==> src/include/scg_pkg.sv <==
package scg_pkg;

	// ************************************************************
	// Register map
	// ************************************************************
	localparam logic [11:0] SLEEP_CTRL_OFS   = 12'h000;
	localparam logic [11:0] PERIPH_GATE_OFS  = 12'h004;
	localparam logic [11:0] MCU_CTRL_OFS     = 12'h008;
	localparam logic [11:0] STATUS_OFS       = 12'h00C;

	localparam int SE_BIT                    = 0;
	localparam int MODE_LSB                  = 1;
	localparam int MODE_W                    = 3;
	localparam int TPD_BIT                   = 0;
	localparam int PRR_W                     = 4;
	localparam int ST_STATE_LSB              = 0;
	localparam int ST_CLK_LSB                = 4;

	localparam logic [2:0] SLEEP_CTRL_RST    = 3'h0;
	localparam logic [3:0] PRR_RST           = 4'h0;

	// ************************************************************
	// Sleep mode codes
	// ************************************************************
	localparam logic [2:0] CODE_IDLE         = 3'h0;
	localparam logic [2:0] CODE_ADCNR        = 3'h1;
	localparam logic [2:0] CODE_PDOWN        = 3'h2;
	localparam logic [2:0] CODE_PSAVE        = 3'h3;
	localparam logic [2:0] CODE_STBY         = 3'h6;

	// ************************************************************
	// Timing, in clock cycles, and fuse decoding
	// ************************************************************
	localparam logic [10:0] HALT_CYC         = 11'h004;
	localparam logic [10:0] STBY_WAKE_CYC    = 11'h006;
	localparam logic [10:0] RESTART_XTAL_CYC = 11'h400;
	localparam logic [10:0] RESTART_RC_CYC   = 11'h040;
	localparam int XTAL_FUSE_BIT             = 3;
	localparam logic [2:0] BOD_OFF_CODE      = 3'h7;

	typedef enum logic [4:0] {
		MODE_IDLE  = 5'b00001,
		MODE_ADCNR = 5'b00010,
		MODE_PDOWN = 5'b00100,
		MODE_PSAVE = 5'b01000,
		MODE_STBY  = 5'b10000
	} scg_mode_t;

	typedef enum logic [3:0] {
		ST_ACTIVE  = 4'b0001,
		ST_SLEEP   = 4'b0010,
		ST_RESTART = 4'b0100,
		ST_HALT    = 4'b1000
	} scg_state_t;

	typedef struct packed {
		logic cpu;
		logic flash;
		logic io;
		logic adc;
		logic asy;
		logic main_osc;
		logic timer_osc;
	} scg_clk_en_t;

	// Wake events from logic on the same clock
	typedef struct packed {
		logic adc_done;
		logic ext_reset;
		logic wdt_reset;
		logic bod_reset;
		logic t2_ovf;
		logic t2_cmp;
		logic spm_ready;
		logic other_io;
	} scg_wake_t;

	// Wake events straight from pins
	typedef struct packed {
		logic ext_irq_zero;
		logic pin_change;
		logic usi_start;
	} scg_pin_wake_t;

endpackage : scg_pkg

==> src/hw/scg_sleep_ctrl.sv <==
// Contract
// - sleep needs enable bit plus sleep instruction
// - core halted four cycles after start-up
// - idle stops only CPU and flash clocks; here also timer 2 sync clock and unused timer oscillator
// - ADC noise mode stops IO, CPU, flash
// - ADC noise entry starts conversion if enabled
// - ADC noise mode wakes on listed events
// - power-down stops oscillator and generated clocks
// - power-down wakes only on listed events
// - power-down wake waits fuse-selected restart delay
// - power-save keeps enabled timer 2 running
// - timer 2 wake needs both enables
// - power-save stops unused timer 2 clocks
// - standby needs crystal, keeps oscillator running
// - standby wake completes in six cycles
// - gate bit stops peripheral clock, access
// - clearing gate bit resumes frozen state
// - converter stays enabled; restart gives extended conversion
// - comparator auto-off in deep sleep, unless reference
// - fused brown-out detector stays active always
// - enabled watchdog runs in all modes
// - reference enabled only when something needs it
// - input buffers off when IO, ADC stopped
// - debug fuse keeps main clock in deep sleep; here only while scan port enabled
// - disable bit or unfused port kills scan
module scg_sleep_ctrl (
	input  wire logic                  ref_clk_in,
	input  wire logic                  arst_n_in,
	input  wire logic                  psel_in,
	input  wire logic                  penable_in,
	input  wire logic                  pwrite_in,
	input  wire logic [11:0]           paddr_in,
	input  wire logic [31:0]           pwdata_in,
	output logic      [31:0]           prdata_out,
	output logic                       pready_out,
	output logic                       pslverr_out,
	input  wire logic                  sleep_instr_in,
	input  wire logic                  global_irq_en_in,
	input  wire logic [1:0]            timer2_irq_mask_in,
	input  wire logic                  t2_enable_in,
	input  wire logic                  t2_async_in,
	input  wire logic                  adc_enable_in,
	input  wire logic                  adc_uses_ref_in,
	input  wire logic                  adc_conv_begun_in,
	input  wire logic                  comp_enable_in,
	input  wire logic                  comp_uses_ref_in,
	input  wire logic                  wdt_enable_in,
	input  wire logic [3:0]            clock_source_fuses_in,
	input  wire logic [2:0]            brownout_level_fuses_in,
	input  wire logic                  debug_enable_fuse_in,
	input  wire logic                  scan_port_fuse_in,
	input  wire scg_pkg::scg_wake_t    wake_in,
	input  wire scg_pkg::scg_pin_wake_t pin_wake_in,
	output scg_pkg::scg_clk_en_t       clk_en_out,
	output logic                       t2_sync_clk_en_out,
	output logic [3:0]                 periph_clk_en_out,
	output logic                       core_halt_out,
	output logic                       adc_start_out,
	output logic                       adc_extended_out,
	output logic                       comp_off_out,
	output logic                       vref_en_out,
	output logic                       bod_en_out,
	output logic                       wdt_run_out,
	output logic                       input_buf_en_out,
	output logic                       scan_port_en_out
);

	// ************************************************************
	// Decoding
	// ************************************************************
	function automatic scg_pkg::scg_mode_t decode_mode(input logic [2:0] code, input logic xtal);
		unique case (code)
			scg_pkg::CODE_ADCNR: decode_mode = scg_pkg::MODE_ADCNR;
			scg_pkg::CODE_PDOWN: decode_mode = scg_pkg::MODE_PDOWN;
			scg_pkg::CODE_PSAVE: decode_mode = scg_pkg::MODE_PSAVE;
			// Without a crystal the oscillator may not restart fast enough
			scg_pkg::CODE_STBY:  decode_mode = xtal ? scg_pkg::MODE_STBY : scg_pkg::MODE_IDLE;
			default:             decode_mode = scg_pkg::MODE_IDLE;
		endcase
	endfunction : decode_mode

	function automatic logic reg_hit(input logic [11:0] addr);
		reg_hit = (addr == scg_pkg::SLEEP_CTRL_OFS) || (addr == scg_pkg::PERIPH_GATE_OFS) ||
			(addr == scg_pkg::MCU_CTRL_OFS) || (addr == scg_pkg::STATUS_OFS);
	endfunction : reg_hit

	// ************************************************************
	// Registers
	// ************************************************************
	logic                        se_q;
	logic [2:0]                  mode_sel_q;
	logic [scg_pkg::PRR_W-1:0]   prr_q;
	logic                        tpd_q;
	scg_pkg::scg_state_t         state_q;
	scg_pkg::scg_mode_t          mode_q;
	logic [10:0]                 cnt_q;
	logic                        adc_en_prev_q;
	logic [2:0]                  pin_meta_q;
	logic [2:0]                  pin_sync_q;

	logic                        wr_en;
	logic                        xtal;
	logic                        sleeping;
	logic                        debug_active;
	logic                        wake_ok;
	logic [10:0]                 restart_cyc;
	scg_pkg::scg_mode_t          mode_next;
	scg_pkg::scg_pin_wake_t      pin_s;
	scg_pkg::scg_clk_en_t        clk_en;

	assign wr_en        = psel_in && penable_in && pwrite_in;
	assign xtal         = clock_source_fuses_in[scg_pkg::XTAL_FUSE_BIT];
	assign mode_next    = decode_mode(mode_sel_q, xtal);
	assign sleeping     = (state_q != scg_pkg::ST_ACTIVE);
	assign pin_s        = pin_sync_q;
	assign scan_port_en_out = scan_port_fuse_in && !tpd_q;
	assign debug_active = debug_enable_fuse_in && scan_port_en_out;
	assign restart_cyc  = xtal ? scg_pkg::RESTART_XTAL_CYC : scg_pkg::RESTART_RC_CYC;

	// ************************************************************
	// APB slave, zero wait states
	// ************************************************************
	assign pready_out  = 1'b1;
	assign pslverr_out = psel_in && penable_in && !reg_hit(paddr_in);

	always_ff @(posedge ref_clk_in or negedge arst_n_in) begin
		if (!arst_n_in) begin
			se_q       <= 1'b0;
			mode_sel_q <= scg_pkg::SLEEP_CTRL_RST;
		end else if (wr_en && paddr_in == scg_pkg::SLEEP_CTRL_OFS) begin
			se_q       <= pwdata_in[scg_pkg::SE_BIT];
			mode_sel_q <= pwdata_in[scg_pkg::MODE_LSB +: scg_pkg::MODE_W];
		end
	end

	always_ff @(posedge ref_clk_in or negedge arst_n_in) begin
		if (!arst_n_in) begin
			prr_q <= scg_pkg::PRR_RST;
		end else if (wr_en && paddr_in == scg_pkg::PERIPH_GATE_OFS) begin
			prr_q <= pwdata_in[scg_pkg::PRR_W-1:0];
		end
	end

	always_ff @(posedge ref_clk_in or negedge arst_n_in) begin
		if (!arst_n_in) begin
			tpd_q <= 1'b0;
		end else if (wr_en && paddr_in == scg_pkg::MCU_CTRL_OFS) begin
			tpd_q <= pwdata_in[scg_pkg::TPD_BIT];
		end
	end

	always_ff @(posedge ref_clk_in or negedge arst_n_in) begin
		if (!arst_n_in) begin
			prdata_out <= 32'h0000_0000;
		end else if (psel_in && !penable_in && !pwrite_in) begin
			prdata_out <= 32'h0000_0000;
			unique case (paddr_in)
				scg_pkg::SLEEP_CTRL_OFS:  prdata_out[3:0] <= {mode_sel_q, se_q};
				scg_pkg::PERIPH_GATE_OFS: prdata_out[scg_pkg::PRR_W-1:0] <= prr_q;
				scg_pkg::MCU_CTRL_OFS:    prdata_out[scg_pkg::TPD_BIT] <= tpd_q;
				scg_pkg::STATUS_OFS: begin
					prdata_out[scg_pkg::ST_STATE_LSB +: 4] <= state_q;
					prdata_out[scg_pkg::ST_CLK_LSB +: 7]   <= clk_en;
				end
				default:                  prdata_out <= 32'h0000_0000;
			endcase
		end
	end

	// ************************************************************
	// Pin wake synchroniser
	// ************************************************************
	always_ff @(posedge ref_clk_in or negedge arst_n_in) begin
		if (!arst_n_in) begin
			pin_meta_q <= 3'h0;
			pin_sync_q <= 3'h0;
		end else begin
			pin_meta_q <= pin_wake_in;
			pin_sync_q <= pin_meta_q;
		end
	end

	// ************************************************************
	// Wake qualification
	// ************************************************************
	// A level on the external pin must outlast the synchroniser to be seen
	always_comb begin
		logic rst_wake;
		logic pin_wake;
		logic t2_wake;
		rst_wake = wake_in.ext_reset || wake_in.wdt_reset || wake_in.bod_reset;
		pin_wake = pin_s.ext_irq_zero || pin_s.pin_change || pin_s.usi_start;
		t2_wake  = global_irq_en_in && ((wake_in.t2_ovf && timer2_irq_mask_in[0]) ||
			(wake_in.t2_cmp && timer2_irq_mask_in[1]));
		unique case (mode_q)
			scg_pkg::MODE_ADCNR: wake_ok = rst_wake || pin_wake || wake_in.adc_done ||
				wake_in.spm_ready || t2_wake;
			scg_pkg::MODE_PSAVE: wake_ok = rst_wake || pin_wake || t2_wake;
			scg_pkg::MODE_PDOWN,
			scg_pkg::MODE_STBY:  wake_ok = rst_wake || pin_wake;
			default:             wake_ok = rst_wake || pin_wake || wake_in.adc_done || wake_in.spm_ready ||
				wake_in.other_io || t2_wake;
		endcase
	end

	// ************************************************************
	// Sleep sequencer
	// ************************************************************
	always_ff @(posedge ref_clk_in or negedge arst_n_in) begin
		if (!arst_n_in) begin
			state_q <= scg_pkg::ST_ACTIVE;
			mode_q  <= scg_pkg::MODE_IDLE;
			cnt_q   <= 11'h000;
		end else begin
			unique case (state_q)
				scg_pkg::ST_ACTIVE: begin
					if (sleep_instr_in && se_q) begin
						state_q <= scg_pkg::ST_SLEEP;
						mode_q  <= mode_next;
					end
				end
				scg_pkg::ST_SLEEP: begin
					if (wake_ok) begin
						unique case (mode_q)
							scg_pkg::MODE_PDOWN, scg_pkg::MODE_PSAVE: begin
								state_q <= scg_pkg::ST_RESTART;
								cnt_q   <= restart_cyc - 11'h001;
							end
							scg_pkg::MODE_STBY: begin
								state_q <= scg_pkg::ST_RESTART;
								cnt_q   <= scg_pkg::STBY_WAKE_CYC - 11'h001;
							end
							default: begin
								state_q <= scg_pkg::ST_HALT;
								cnt_q   <= scg_pkg::HALT_CYC - 11'h001;
							end
						endcase
					end
				end
				scg_pkg::ST_RESTART: begin
					if (cnt_q == 11'h000) begin
						state_q <= scg_pkg::ST_HALT;
						cnt_q   <= scg_pkg::HALT_CYC - 11'h001;
					end else begin
						cnt_q <= cnt_q - 11'h001;
					end
				end
				scg_pkg::ST_HALT: begin
					if (cnt_q == 11'h000) begin
						state_q <= scg_pkg::ST_ACTIVE;
					end else begin
						cnt_q <= cnt_q - 11'h001;
					end
				end
				default: begin
					state_q <= scg_pkg::ST_ACTIVE;
				end
			endcase
		end
	end

	assign core_halt_out = sleeping;

	// ************************************************************
	// Clock domain gating
	// ************************************************************
	always_comb begin
		clk_en = '1;
		t2_sync_clk_en_out = !sleeping;
		if (state_q == scg_pkg::ST_SLEEP || state_q == scg_pkg::ST_RESTART) begin
			clk_en.cpu   = 1'b0;
			clk_en.flash = 1'b0;
			clk_en.timer_osc = t2_enable_in && t2_async_in;
			unique case (mode_q)
				scg_pkg::MODE_IDLE: ;
				scg_pkg::MODE_ADCNR: begin
					clk_en.io = 1'b0;
				end
				scg_pkg::MODE_PSAVE: begin
					clk_en.io  = 1'b0;
					clk_en.adc = 1'b0;
					clk_en.asy = t2_enable_in;
					// Synchronous clock kept alive only for timer 2
					t2_sync_clk_en_out = t2_enable_in && !t2_async_in;
					clk_en.main_osc = t2_sync_clk_en_out || debug_active;
				end
				scg_pkg::MODE_STBY: begin
					clk_en.io  = 1'b0;
					clk_en.adc = 1'b0;
					clk_en.asy = 1'b0;
					clk_en.timer_osc = 1'b0;
				end
				default: begin
					clk_en.io  = 1'b0;
					clk_en.adc = 1'b0;
					clk_en.asy = 1'b0;
					clk_en.timer_osc = 1'b0;
					clk_en.main_osc  = debug_active;
				end
			endcase
			// The restart delay is counted on the returning main clock
			if (state_q == scg_pkg::ST_RESTART) begin
				clk_en.main_osc = 1'b1;
			end
		end else if (state_q == scg_pkg::ST_HALT) begin
			clk_en.cpu   = 1'b0;
			clk_en.flash = 1'b0;
		end
	end

	assign clk_en_out = clk_en;

	// ************************************************************
	// Peripheral gating
	// ************************************************************
	// Gating only stops the clock; state is kept so ungating resumes it
	genvar g;
	generate
		for (g = 0; g < scg_pkg::PRR_W; g++) begin : g_periph
			assign periph_clk_en_out[g] = !prr_q[g] && clk_en.io;
		end
	endgenerate

	// ************************************************************
	// Analog and supervisory enables
	// ************************************************************
	logic deep_sleep;
	assign deep_sleep = sleeping && !(mode_q == scg_pkg::MODE_IDLE || mode_q == scg_pkg::MODE_ADCNR);

	always_ff @(posedge ref_clk_in or negedge arst_n_in) begin
		if (!arst_n_in) begin
			adc_start_out <= 1'b0;
		end else begin
			adc_start_out <= (state_q == scg_pkg::ST_ACTIVE) && sleep_instr_in && se_q && adc_enable_in &&
				(mode_next == scg_pkg::MODE_ADCNR || mode_next == scg_pkg::MODE_IDLE);
		end
	end

	// Re-enabling the converter marks the next conversion as extended
	always_ff @(posedge ref_clk_in or negedge arst_n_in) begin
		if (!arst_n_in) begin
			adc_en_prev_q    <= 1'b0;
			adc_extended_out <= 1'b1;
		end else begin
			adc_en_prev_q <= adc_enable_in;
			if (adc_enable_in && !adc_en_prev_q) begin
				adc_extended_out <= 1'b1;
			end else if (adc_conv_begun_in) begin
				adc_extended_out <= 1'b0;
			end
		end
	end

	assign comp_off_out = deep_sleep && !comp_uses_ref_in;
	assign bod_en_out   = brownout_level_fuses_in != scg_pkg::BOD_OFF_CODE;
	assign wdt_run_out  = wdt_enable_in;
	assign vref_en_out  = bod_en_out || (comp_enable_in && !comp_off_out && comp_uses_ref_in) ||
		(adc_enable_in && adc_uses_ref_in);
	// Wake pins have their own always-on buffers
	assign input_buf_en_out = !(sleeping && !clk_en.io && !clk_en.adc);

	// ************************************************************
	// Checks
	// ************************************************************
	AST_NO_SLEEP_WITHOUT_SE: assert property (@(posedge ref_clk_in) disable iff (!arst_n_in)
		(state_q == scg_pkg::ST_ACTIVE && !se_q) |=> state_q == scg_pkg::ST_ACTIVE)
		else $error("sleep entered without enable bit");

	AST_HALT_FOUR: assert property (@(posedge ref_clk_in) disable iff (!arst_n_in)
		(state_q == scg_pkg::ST_HALT && $past(state_q) != scg_pkg::ST_HALT) |->
		(state_q == scg_pkg::ST_HALT)[*4] ##1 state_q == scg_pkg::ST_ACTIVE)
		else $error("halt after wake is not four cycles");

	AST_IDLE_CLOCKS: assert property (@(posedge ref_clk_in) disable iff (!arst_n_in)
		(state_q == scg_pkg::ST_SLEEP && mode_q == scg_pkg::MODE_IDLE) |->
		(!clk_en_out.cpu && !clk_en_out.flash && clk_en_out.io && clk_en_out.adc && clk_en_out.main_osc))
		else $error("idle clock set wrong");

	AST_ADCNR_CLOCKS: assert property (@(posedge ref_clk_in) disable iff (!arst_n_in)
		(state_q == scg_pkg::ST_SLEEP && mode_q == scg_pkg::MODE_ADCNR) |->
		(!clk_en_out.io && !clk_en_out.cpu && clk_en_out.adc && clk_en_out.asy))
		else $error("noise reduction clock set wrong");

	AST_ADC_START: assert property (@(posedge ref_clk_in) disable iff (!arst_n_in)
		(state_q == scg_pkg::ST_ACTIVE && sleep_instr_in && se_q && adc_enable_in &&
		mode_next == scg_pkg::MODE_ADCNR) |=> adc_start_out && state_q == scg_pkg::ST_SLEEP)
		else $error("no conversion start on noise reduction entry");

	AST_PDOWN_STAYS: assert property (@(posedge ref_clk_in) disable iff (!arst_n_in)
		(state_q == scg_pkg::ST_SLEEP && mode_q == scg_pkg::MODE_PDOWN && pin_sync_q == 3'h0 &&
		!wake_in.ext_reset && !wake_in.wdt_reset && !wake_in.bod_reset) |=> state_q == scg_pkg::ST_SLEEP)
		else $error("power-down left on an illegal source");

	AST_STBY_SIX: assert property (@(posedge ref_clk_in) disable iff (!arst_n_in)
		(state_q == scg_pkg::ST_SLEEP && mode_q == scg_pkg::MODE_STBY && wake_ok) |=>
		(state_q == scg_pkg::ST_RESTART)[*6] ##1 state_q == scg_pkg::ST_HALT)
		else $error("standby wake not six cycles");

	AST_PRR_GATES: assert property (@(posedge ref_clk_in) disable iff (!arst_n_in)
		$rose(prr_q[0]) |-> !periph_clk_en_out[0] && $past(periph_clk_en_out[0]) == $past(clk_en.io))
		else $error("gate bit did not stop peripheral clock");

	AST_SCAN_DISABLE: assert property (@(posedge ref_clk_in) disable iff (!arst_n_in)
		(tpd_q || !scan_port_fuse_in) |-> !scan_port_en_out)
		else $error("scan port left enabled");

endmodule : scg_sleep_ctrl

==> config.mk <==
export PLATFORM = sky130hd
export DESIGN_NAME = scg_sleep_ctrl
export DESIGN_NICKNAME = d
export VERILOG_FILES = /design/src/include/scg_pkg.sv /design/src/hw/scg_sleep_ctrl.sv
export SDC_FILE = /design/constraint.sdc
export NUM_CORES = 1
export LEC_CHECK = 0
export BUFFER_PORTS_ARGS = -buffer_cell sky130_fd_sc_hd__clkbuf_2
export CAP_MARGIN = 25
export CORE_UTILIZATION = 42
export CTS_CLUSTER_SIZE = 24
export DETAILED_ROUTE_END_ITERATION = 16
export PLACE_DENSITY_LB_ADDON = 0.1
export RECOVER_POWER = 25
export SKIP_CTS_REPAIR_TIMING = 1
export SYNTH_ARGS = -nofsm -noshare
export SYNTH_HDL_FRONTEND = slang
export SYNTH_SLANG_ARGS = --single-unit
==> constraint.sdc <==
create_clock -name ref_clk_in -period 1.8 [get_ports ref_clk_in]
set_input_delay 0.27 -clock ref_clk_in [delete_from_list [all_inputs] [get_ports ref_clk_in]]
set_output_delay 0.27 -clock ref_clk_in [all_outputs]
set_load 0.02 [all_outputs]
### Word-level counts from Yosys, hierarchy flattened

Cells that the tools add are included.

* word-level logic and storage cells: 153
* input port bits: 81
* output and inout port bits: 55
* bits in registers: 49

* muxes and demuxes: 30
* equal/unequal tests: 25
* add/sub/neg operators: 2
* reduce and logical (&&, ||, !) cells: 83

Operator list (number)
* 2-to-1 mux 11 bit: 4
* case mux 11 bit (3 select lines): 1
* logical AND 1 bit: 32
* equality test 12 x 4 -> 1 bit, second input constant: 2
* case mux 11 bit (2 select lines): 1
* subtractor 11 x 1 -> 11 bit, second input constant: 2
* logical OR 1 bit: 21
* 2-to-1 mux 4 bit: 5
* case mux 5 bit (4 select lines): 1
* logical NOT 1 bit: 17
* case mux 4 bit (4 select lines): 1
* equality test 12 x 3 -> 1 bit, second input constant: 1
* logical NOT 12 bit: 1
* logical NOT 11 bit: 1
* equality test 5 x 1 -> 1 bit, second input constant: 2
* equality test 5 x 2 -> 1 bit, second input constant: 2
* 2-to-1 mux 5 bit: 2
* != test 2 bit, second input constant: 5
* case mux 3 bit (3 select lines): 1
* OR reduction 3 bit: 3
* 2-to-1 mux 1 bit: 7
* 2-to-1 mux 7 bit: 1
* equality test 3 x 2 -> 1 bit, second input constant: 2
* OR reduction 2 bit: 3
* other kinds (21): 22

### Depth between registers and ports, before layout

Gate-level depths: netlist of the first run.

* word-level depth: 11
* gate-level depth with buffers: 8
* mapped depth without buffers: 7

### Least setup slack after synthesis of the first run

OpenSTA, ideal clock, no wires.

* path type: register -> register
* from: register cnt_q[6]
* to: register state_q[2]
* cell stages (with the launch flop): 6
* buffers on the path: 0
* arrival time: 1.799 ns
* clock period less this slack: 1.926 ns
* setup slack: -0.126 ns
* setup time: 0.128 ns
* data required time: 1.672 ns
* cell sequence: dfrtp_1 > nor4_1 > nor3b_4 > a21oi_1 > nor3_2 > mux2_1

* word-level cells in the longest chain between the ends: 3
* elaborated cells between the ends (all ways): 4
* those cells by class: eq/ne (2); reduce/logical (2)

Ends and longest elaborated chain
* start, declared: line scg_sleep_ctrl.sv:96 `logic [10:0] cnt_q;`
* start signal, assigned: line scg_sleep_ctrl.sv:227 `cnt_q <= restart_cyc - 11'h001;`
* start signal, assigned: line scg_sleep_ctrl.sv:231 `cnt_q <= scg_pkg::STBY_WAKE_CYC - 11'h001;`
* start signal, assigned: line scg_sleep_ctrl.sv:235 `cnt_q <= scg_pkg::HALT_CYC - 11'h001;`
* logical NOT 11 bit *: line scg_sleep_ctrl.sv:241, scg_sleep_ctrl.sv:249
* != test 2 bit (no source line)
* AND reduction 4 bit (no source line) *
* end signal, assigned: line scg_sleep_ctrl.sv:242 `state_q <= scg_pkg::ST_HALT;`
* end signal, assigned: line scg_sleep_ctrl.sv:250 `state_q <= scg_pkg::ST_ACTIVE;`
* end signal, assigned: line scg_sleep_ctrl.sv:256 `state_q <= scg_pkg::ST_ACTIVE;`
* end, declared: line scg_sleep_ctrl.sv:94 `scg_pkg::scg_state_t state_q;`

Mark *: on every way between the ends. The rest lies on a longest branch, timed or not.
A chain may end at the register's enable or synchronous reset.

==> results of run 1 <==
layout make-up:
| cell class | instances | share of cell area [%] |
|---|---|---|
| clock buffer | 8 | 2.40 |
| inverter | 19 | 1.71 |
| multi-input combinational | 214 | 39.5 |
| sequential | 48 | 28.9 |
| tap | 77 | 2.31 |
| timing repair buffer | 150 | 25.1 |
state kept, by name, summed over array words and instances (netlist names):
signal	flops
adc_en_prev_q	1
adc_extended_out	1
adc_start_out	1
cnt_q	11
mode_q	5
mode_sel_q	3
pin_meta_q	3
pin_s	3
prdata_out	10
prr_q	4
se_q	1
state_q	4
tpd_q	1
power groups by stage:
| stage | Clock (µW) | Combinational, µW | Sequential [µW] |
|---|---|---|---|
| global route | 763 | 229 | 1100 |
| finish | 704 | 207 | 1100 |
| detailed placement | 0 | 203 | 1120 |
| CTS | 732 | 204 | 1100 |
| global placement | 0 | 200 | 1120 |
| floorplan | 0 | 132 | 1120 |
critical path, delay by kind of cell, from the launching register on:
| kind | cells | cell delay, ns |
|---|---|---|
| compound gates | 2 | 0.28 |
| buf+inv | 3 | 0.44 |
| flops | 1 | 0.42 |
| simple gates | 2 | 0.30 |
final timing paths:
| kind | from | to |
|---|---|---|
| worst max-delay path | state_q[3]$_DFFE_PN0P_ | clk_en_out[2] |
| worst min-delay path | pin_wake_in[2] | pin_meta_q[2]$_DFF_PN0_ |
| worst max register to register | mode_q[2]$_DFFE_PN0P_ | state_q[3]$_DFFE_PN0P_ |
| worst min register to register | pin_meta_q[1]$_DFF_PN0_ | pin_s[1]$_DFF_PN0_ |
| max in group asynchronous | arst_n_in | mode_q[4]$_DFFE_PN0P_ |
| min in group asynchronous | arst_n_in | mode_q[1]$_DFFE_PN0P_ |
kinds of logic (layout without fill, tap and decap cells):
group                    Yosys count  count (layout)  synth area share (%)
AO/OA/AOI/OAI                     79              79                  20.1
XOR/XNOR                           4               4                  1.86
adder cells (fa/ha/maj)            1               1                 0.433
buffers and inverters             56             177                  11.6
flip-flops                        48              48                  41.7
multiplexers                      18              18                  7.24
other                              2              22                 0.260
AND/OR/NAND/NOR                   90              90                  16.9
per-layer routing:
metal  global-route usage (%)  up-vias
met5                        0        -
met4                     7.70        0
met3                     4.09       10
met2                     33.4      101
met1                     27.9     1266
li1                         -     1321
cell usage in the layout (no fill, tap or decap), types with 7 or more instances in the layout:
cell type / count
a22o_1: 7
clkbuf_2: 66
clkbuf_8: 7
conb_1: 22
buf_6: 19
mux2_2: 10
nand2_1: 18
nand3_1: 9
a21oi_1: 10
inv_1: 18
nor2_1: 20
buf_4: 58
dfrtp_1: 43
through the flow:
| step | setup TNS (ns) | cells | power (µW) |
|---|---|---|---|
| 3_3_place_gp | -1.01 | 497 | 1320 |
| 3_5_place_dp | -1.09 | 497 | 1320 |
| 2_1_floorplan | -0.165 | 318 | 1250 |
| 5_1_grt | -7.09 | 516 | 2090 |
| 6_report | -4.33 | 516 | 2010 |
| 4_1_cts | -5.05 | 505 | 2030 |
==> out/results.ini, run 1 <==
[setup_path]
reg2regPathDepth = 7
cp.arrival_ns = 1.75
max_stage_delay_ns = 0.42
r2r_slack_ns = -0.20
path_common_cell = buf_6
path_cells = buf_12 -> or2_4 -> o21bai_4 -> a21oi_2 -> buf_6 -> nand3_4 -> buf_6
path_max_fanout = 8
cp.required_ns = 1.53
slowest_stage = dfrtp_1
crit_type = flip-flop to output pin
startpoint_type = flip-flop
crit_path_end_kind = output pin

[cts]
htreeDepth = 2
cts_sinks = 48
tritoncts = built
clock_tree.root_cell = clkbuf_8
cts_buffers = 5
path_clk_slew_ns = 0.09
insertion_delay_ns = 0.30
clk_path_buf_depth = 2

[timing]
setup_viol = 28
slew_viol_final = 0
final_hold_viol_count = 0
finalHoldWorstSlack_ns = 0.0656
fin_skew_ns = 0.00815
rsz0062_at_grt = yes
fmaxAchievable_mhz = 496
tightest_slew_ns = 1.18
relSlewSlack_pct = 21.3
period_share_pct = 112
min_period_ns = 2.02
setup_slack_ns = -0.216

[grt]
grt_max_degree = 49
grt_pass1_vias = 2500
grt_overflow = 0
antenna_found_initial = 0
grt_util_all_layers_pct = 20.8
grt_pass1_wl_um = 11700

[placement]
io_buffers = 80
place.gp.congestion = 0.871
pre_cts_slack_ns = -0.111
place_area_mm2 = 0.00374
dp_hpwl_um = 5550

[drt]
vias_per_cell = 5.23
wl_met2_um = 3620
drt_iter0_markers = 123
met3_length_um = 390
drt-met1-wl_um = 3280
routedWlPerCell_um = 14.3
wirelength_um = 7400
ant_nets = 0
first_pass_iters = 11
top_layer = met4
post-route-drc-count = 5
routed-via-count = 2698

[cells_and_area]
n_fill_cell = 525
antenna_cells = 0
multi_input_area_mm2 = 0.00165
drive_above_1_share_pct = 50.3
fin_area_mm2 = 0.00417
final_util_pct = 64.2
seq_area_mm2 = 0.00121
nNetsFinal = 520
area_growth_pct = 44.5

[die]
start_util_pct = 44.5
pin_count = 136
rows = 29
die_area_mm2 = 0.00721
core_mm2 = 0.00649
die_w_um = 84.9
die_height_um = 84.9

[pwr]
power.internal_uw = 1520
p_per_area_mw_per_mm2 = 481
irDropWorstVdd_v = 0.000318
leakage_uw = 0.00197
p_clk_share_pct = 35.1
power.switching_uw = 488
pwr-share-comb_pct = 10.3
switching_share_pct = 24.3
p_seq_share_pct = 54.6

[logic_synthesis]
ys_ff_latch = 48
synth_top_area_share_pct = 39.0
yosys-top-cells-area = dfrtp_1, buf_4, mux2_2, nor2_1, dfstp_2
synth.distinct_cells = 60
synth-main-ff-cell = dfrtp_1
synth_commonest_cells = dfrtp_1, buf_4, nor2_1
avgSynthCellArea_um2 = 9.69
ys_async_sr_fraction_pct = 100
ys_warn_count = 0
ys_seq_area_share_pct = 41.7
synth_cells = 298
synth_top_area_cell = dfrtp_1
synth_edf_count = 0
synth.most_common_cell = dfrtp_1
synth_area_mm2 = 0.00289

[worst_hold_path]
hold_path.class = input pin to flip-flop
holdPathStages = 1

[outcome]
violations = design-rule violations, negative setup slack
status = complete, but fails checks

[flow_run]
cap_violations = 0

Note: power is estimated with default switching activity, not from simulation.
==> run 2, diff against run 1 <==
Settings changed: CELL_PAD_IN_SITES_DETAIL_PLACEMENT set to 1, CELL_PAD_IN_SITES_GLOBAL_PLACEMENT set to 2, CORE_UTILIZATION 42 to 24, TNS_END_PERCENT set to 10.
==> run 2 against run 1 <==
  * The flow still finishes with violations (design-rule violations, negative setup slack)
  * Clock power is 96% higher
  * Via count is 0.48% higher
  * Sequential share of layout area is 0.55 points lower
  * Final cell count is 13% higher
  * Critical path depth stayed put
  * Worst hold slack better by 0.015 ns
  * Flip-flop and latch count stayed put
  * Die area is 73% higher
  * Fmax is 2.0% lower
  * Critical endpoint unchanged
  * Largest cell class unchanged
==> out/results.ini, run 2 (synthesis gave the netlist of run 1 again) <==
[outcome]
status = complete, but fails checks
violations = design-rule violations, negative setup slack

[cells_and_area]
nNetsFinal = 521  ; +0.19%
regMostFlops = cnt_q
final_util_pct = 36.8  ; -27 points
antenna_cells = 0  ; unchanged
final_common_cell = clkbuf_2
largest_reg_flops = 11  ; unchanged
layout_common_cells = clkbuf_2, buf_4, dfrtp_1, conb_1, nor2_1
n_fill_cell = 1357  ; +160%
reg_top3 = cnt_q: 11 flops, prdata_out: 10 flops, mode_q: 5 flops
drive_above_1_share_pct = 47.5  ; -2.8 points
area_growth_pct = 47.2
fin_area_mm2 = 0.00425  ; +1.9%

[timing]
rsz0062_at_grt = yes
final_hold_viol_count = 0  ; unchanged
slew_viol_final = 0  ; unchanged
fmaxAchievable_mhz = 486  ; -2.0%
setup_viol = 28  ; unchanged
fin_skew_ns = 0.0134  ; +0.00528 ns
setup_slack_ns = -0.257  ; -0.0409 ns
period_share_pct = 114  ; +2.3 points
relSlewSlack_pct = 23.5  ; +2.2 points
tightest_slew_ns = 1.15  ; -0.0336 ns
min_period_ns = 2.06  ; +0.0409 ns

[worst_hold_path]
hold_start = pin_wake_in[0]
hold_path.class = input pin to flip-flop

[drt]
routedWlPerCell_um = 15.3  ; +6.3%
routed-via-count = 2711  ; +0.48%
post-route-drc-count = 4  ; -1
first_pass_iters = 10  ; -1
ant_nets = 0  ; unchanged
vias_per_cell = 4.65  ; -11%
wirelength_um = 8890  ; +20%
drt_iter0_markers = 75  ; -39%

[setup_path]
cp.required_ns = 1.53  ; about the same
r2r_start = state_q[3]$_DFFE_PN0P_
startpoint = state_q[2]$_DFFE_PN0P_
crit_type = flip-flop to output pin
crit_path_end_kind = output pin
cp.arrival_ns = 1.79  ; +0.04 ns
path_max_fanout = 8  ; unchanged
startpoint_type = flip-flop

[cts]
cts_sinks = 48  ; unchanged
tritoncts = built
clock_tree.root_cell = clkbuf_16
htreeDepth = 2  ; unchanged
cts_buffers = 5  ; unchanged
clk_path_buf_depth = 2  ; unchanged
insertion_delay_ns = 0.30  ; about the same
path_clk_slew_ns = 0.07  ; -0.02 ns

[flow_run]
cap_violations = 0  ; unchanged

[die]
die_height_um = 112  ; +32%
pin_count = 136  ; unchanged
die_area_mm2 = 0.0125  ; +73%
start_util_pct = 25.0  ; -19 points
rows = 39  ; +34%
die_w_um = 112  ; +32%
core_mm2 = 0.0116  ; +78%

[grt]
grt_max_degree = 49  ; unchanged
antenna_found_initial = 0  ; unchanged
grt_overflow = 0  ; unchanged
grt_pass1_vias = 2728  ; +9.1%
grt_pass1_wl_um = 14300  ; +22%
grt_util_all_layers_pct = 14.8  ; -6.0 points

[placement]
place_area_mm2 = 0.00382  ; +2.1%
place.gp.congestion = 0.787  ; -9.7%
io_buffers = 80  ; unchanged
dp_hpwl_um = 6930  ; +25%

[pwr]
p_per_area_mw_per_mm2 = 631  ; +31%
leakage_uw = 0.00201  ; +1.9%
irDropWorstVdd_v = 0.000308  ; -3.2%

==> run 2: cell count changes in the layout (fill, tap and decap cells not counted), moves of 3 or more <==
cell       change
clkbuf_8       -7
buf_4          +5
clkbuf_16      +5
buf_6          -4
bufinv_16      +3
o31ai_1        +3
==> run 2: area by class of cell <==
| cell class | count | area (µm²) | area share [%] |
|---|---|---|---|
| flip-flops and latches | 48 | 1210 | 28.4 |
| well taps | 143 | 179 | 4.21 |
| inverters | 19 | 71.3 | 1.68 |
| clock buffers | 5 | 125 | 2.94 |
| clock inverters | 3 | 90.1 | 2.12 |
| multi-input cells | 214 | 1550 | 36.5 |
| repair buffers | 151 | 1030 | 24.1 |
==> run 2: per-stage QoR <==
step / setup slack (ns) / hold WS (ns) / setup TNS [ns] / std cells / power [µW]
after floorplan: -0.0598 / -0.0256 / -0.402 / 318 / 1250
after global placement: -0.211 / 0.290 / -3.09 / 567 / 1320
after detailed placement: -0.206 / 0.290 / -3.37 / 567 / 1330
after CTS: -0.378 / -0.0375 / -6.57 / 575 / 2720
after global routing: -0.359 / 0.0668 / -7.87 / 583 / 2790
final: -0.257 / 0.0804 / -4.70 / 583 / 2680
==> run 2: path summary, 6_finish.rpt <==
| path | endpoint | cells past startpoint | slack, ns |
|---|---|---|---|
| max | clk_en_out[2] | 7 | -0.26 |
| min | pin_meta_q[0]$_DFF_PN0_ | 1 | 0.08 |
| max reg2reg | cnt_q[1]$_DFFE_PN0P_ | 7 | -0.23 |
| min reg2reg | pin_s[0]$_DFF_PN0_ | 0 | 0.35 |
| max in group asynchronous | mode_q[4]$_DFFE_PN0P_ | 3 | 0.19 |
| min in group asynchronous | prdata_out[3]$_DFFE_PN0P_ | 3 | 0.81 |
==> run 2: routing by layer <==
metal	wire, µm	up-vias	track usage, %
li1	-	1307	-
met1	3990	1333	19.7
met2	4410	64	24.1
met3	388	7	2.94
met4	103	0	4.32
met5	0	-	0
==> run 2: power by group <==
part	switching (µW)	total, µW	internal, µW	leakage (µW)
logic	132	209	76.6	0.00130
registers	5.29	1100	1090	0.000604
clock network	441	1380	937	0.000104
total	578	2680	2110	0.00201
==> run 2: worst max-delay path, stage by stage, from the launching register on <==
cell and delay [ns]:
dfrtp_1 0.42, buf_12 0.16, nor2b_1 0.26, o21bai_4 0.11, a21oi_2 0.13, buf_6 0.17
nand3_4 0.08, buf_6 0.14
==> run 3, diff against run 2 <==
Settings changed: CORE_UTILIZATION 24 to 25, CTS_BUF_LIST set to sky130_fd_sc_hd__clkbuf_8, SKIP_LAST_GASP set to 1.
==> run 3 against run 2 <==
  * The flow finishes with violations (negative setup slack)
  * Non-clock buffer count rose by 5
  * Critical endpoint is now clk_en_out[1]
  * Global-route usage grew 0.51 points
  * Sequential share of layout area rose by 1.3 points
  * Cell area down 4.3%
==> out/results.ini, run 3 (synthesis gave the netlist of run 1 again) <==
[outcome]
status = complete, but fails checks
violations = negative setup slack

[pwr]
irDropWorstVdd_v = 0.000254  ; -17%
power_uw = 1950  ; -27%
leakage_uw = 0.00196  ; -2.6%
p_per_area_mw_per_mm2 = 480  ; -24%

[cts]
clock_tree.root_cell = clkbuf_8
path_clk_slew_ns = 0.09  ; +0.02 ns
htreeDepth = 2  ; unchanged
tritoncts = built
clk_path_buf_depth = 2  ; unchanged
cts_buffers = 5  ; unchanged
insertion_delay_ns = 0.31  ; about the same
cts_sinks = 48  ; unchanged

[die]
start_util_pct = 26.2  ; +1.2 points
die_height_um = 109  ; -2.0%
die_w_um = 109  ; -2.0%
die_area_mm2 = 0.0120  ; -3.9%
rows = 38  ; -2.6%
pin_count = 136  ; unchanged
core_mm2 = 0.0110  ; -4.6%

[setup_path]
path_buf_inv = 3  ; unchanged
path_max_fanout = 5  ; -3
cp.required_ns = 1.53  ; about the same
cp.arrival_ns = 1.80  ; about the same
critical-path-top-delay-family = simple AND/OR/NAND/NOR gates
path_cells = buf_6 -> buf_6 -> nor2b_4 -> or2_4 -> o211ai_1 -> nand4_1 -> buf_4
startpoint_type = flip-flop
r2r_slack_ns = -0.26  ; -0.03 ns
crit_path_end_kind = output pin
crit_type = flip-flop to output pin
path_common_cell = buf_6
max_stage_delay_ns = 0.38  ; -0.04 ns
slowest_stage = dfstp_2

[timing]
setup_viol = 29  ; +3.6%
fmaxAchievable_mhz = 483  ; -0.72%
relSlewSlack_pct = 53.2  ; +30 points
period_share_pct = 115  ; +0.83 points
final_hold_viol_count = 0  ; unchanged
slew_viol_final = 0  ; unchanged
fin_skew_ns = 0.0111  ; -0.00231 ns
tightest_slew_ns = 0.702  ; -0.446 ns
rsz0062_at_grt = yes
min_period_ns = 2.07  ; +0.0149 ns
setup_slack_ns = -0.272  ; -0.0149 ns

[placement]
place_area_mm2 = 0.00383  ; +0.16%
dp_hpwl_um = 6970  ; +0.54%
pre_cts_slack_ns = -0.205  ; +0.000702 ns
place.gp.congestion = 0.767  ; -2.5%
io_buffers = 80  ; unchanged

[cells_and_area]
nNetsFinal = 526  ; +0.96%
regMostFlops = cnt_q
fin_area_mm2 = 0.00407  ; -4.3%
area_growth_pct = 40.9
layout_common_cells = clkbuf_2, buf_4, dfrtp_1, conb_1
drive_above_1_share_pct = 46.5  ; -0.98 points
final_common_cell = clkbuf_2
largest_reg_flops = 11  ; unchanged
antenna_cells = 0  ; unchanged
reg_top3 = cnt_q: 11 flops, prdata_out: 10 flops, mode_q: 5 flops

[drt]
routed-via-count = 2689  ; -0.81%
ant_nets = 0  ; unchanged
routedWlPerCell_um = 15.0  ; -1.8%
vias_per_cell = 4.60  ; -1.2%
wirelength_um = 8760  ; -1.4%
first_pass_iters = 4  ; -6
drt_iter0_markers = 49  ; -35%
post-route-drc-count = 0  ; -4

[grt]
grt_util_all_layers_pct = 15.3  ; +0.51 points
grt_pass1_wl_um = 13600  ; -4.8%
antenna_found_initial = 0  ; unchanged
grt_overflow = 0  ; unchanged
grt_max_degree = 49  ; unchanged
grt_pass1_vias = 2745  ; +0.62%

[flow_run]
cap_violations = 0  ; unchanged

[worst_hold_path]
hold_path.class = input pin to flip-flop

[run 3: changes by cell type in the layout (fill, tap and decap cells not counted), sizes merged]
cell,before,now
buf,83,79
bufinv,3,0
inv,19,21
clkbuf,72,81
clkinv,0,1
[run 3: per-layer routing]
| metal | track usage (%) | part of all wire (%) | up-vias |
|---|---|---|---|
| met5 | 0 | 0 | - |
| met4 | 4.00 | 1.2 | 0 |
| li1 | - | - | 1320 |
| met1 | 20.3 | 47 | 1300 |
| met3 | 2.31 | 3.0 | 8 |
| met2 | 25.8 | 49 | 61 |
[run 3: report_power, final]
part | internal, µW | switching [µW] | total (µW)
Combinational | 78.8 | 134 | 213
Sequential | 1090 | 4.57 | 1100
Clock | 263 | 381 | 644
[run 3: final timing paths]
path	to	cells after the start	from
worst max-delay path	clk_en_out[1]	7	mode_q[0]$_DFFE_PN1P_
worst min-delay path	pin_meta_q[1]$_DFF_PN0_	1	pin_wake_in[1]
worst max register to register	cnt_q[10]$_DFFE_PN0P_	8	state_q[3]$_DFFE_PN0P_
worst min register to register	pin_s[2]$_DFF_PN0_	0	pin_meta_q[2]$_DFF_PN0_
max in group asynchronous	mode_q[4]$_DFFE_PN0P_	3	arst_n_in
min in group asynchronous	prdata_out[0]$_DFFE_PN0P_	3	arst_n_in
[run 3: final cells by class]
cell class              count  area, µm²
flip-flops and latches     48       1210
clock buffers               5       68.8
multi-input cells         214       1520
well taps                 140        175
clock inverters             3       12.5
repair buffers            156       1010
inverters                  19       71.3
fillers                  1309       6960
[run 3: per-stage QoR]
stage               hold WS, ns  setup TNS [ns]  instances  utilization [%]
finish                   0.0645           -5.62        585             36.9
global route             0.0437           -8.80        585             36.9
CTS                     -0.0615           -6.61        575             35.4
detailed placement        0.290           -3.23        567             34.7
global placement          0.293           -3.13        567             34.7
floorplan               -0.0256          -0.402        318                -
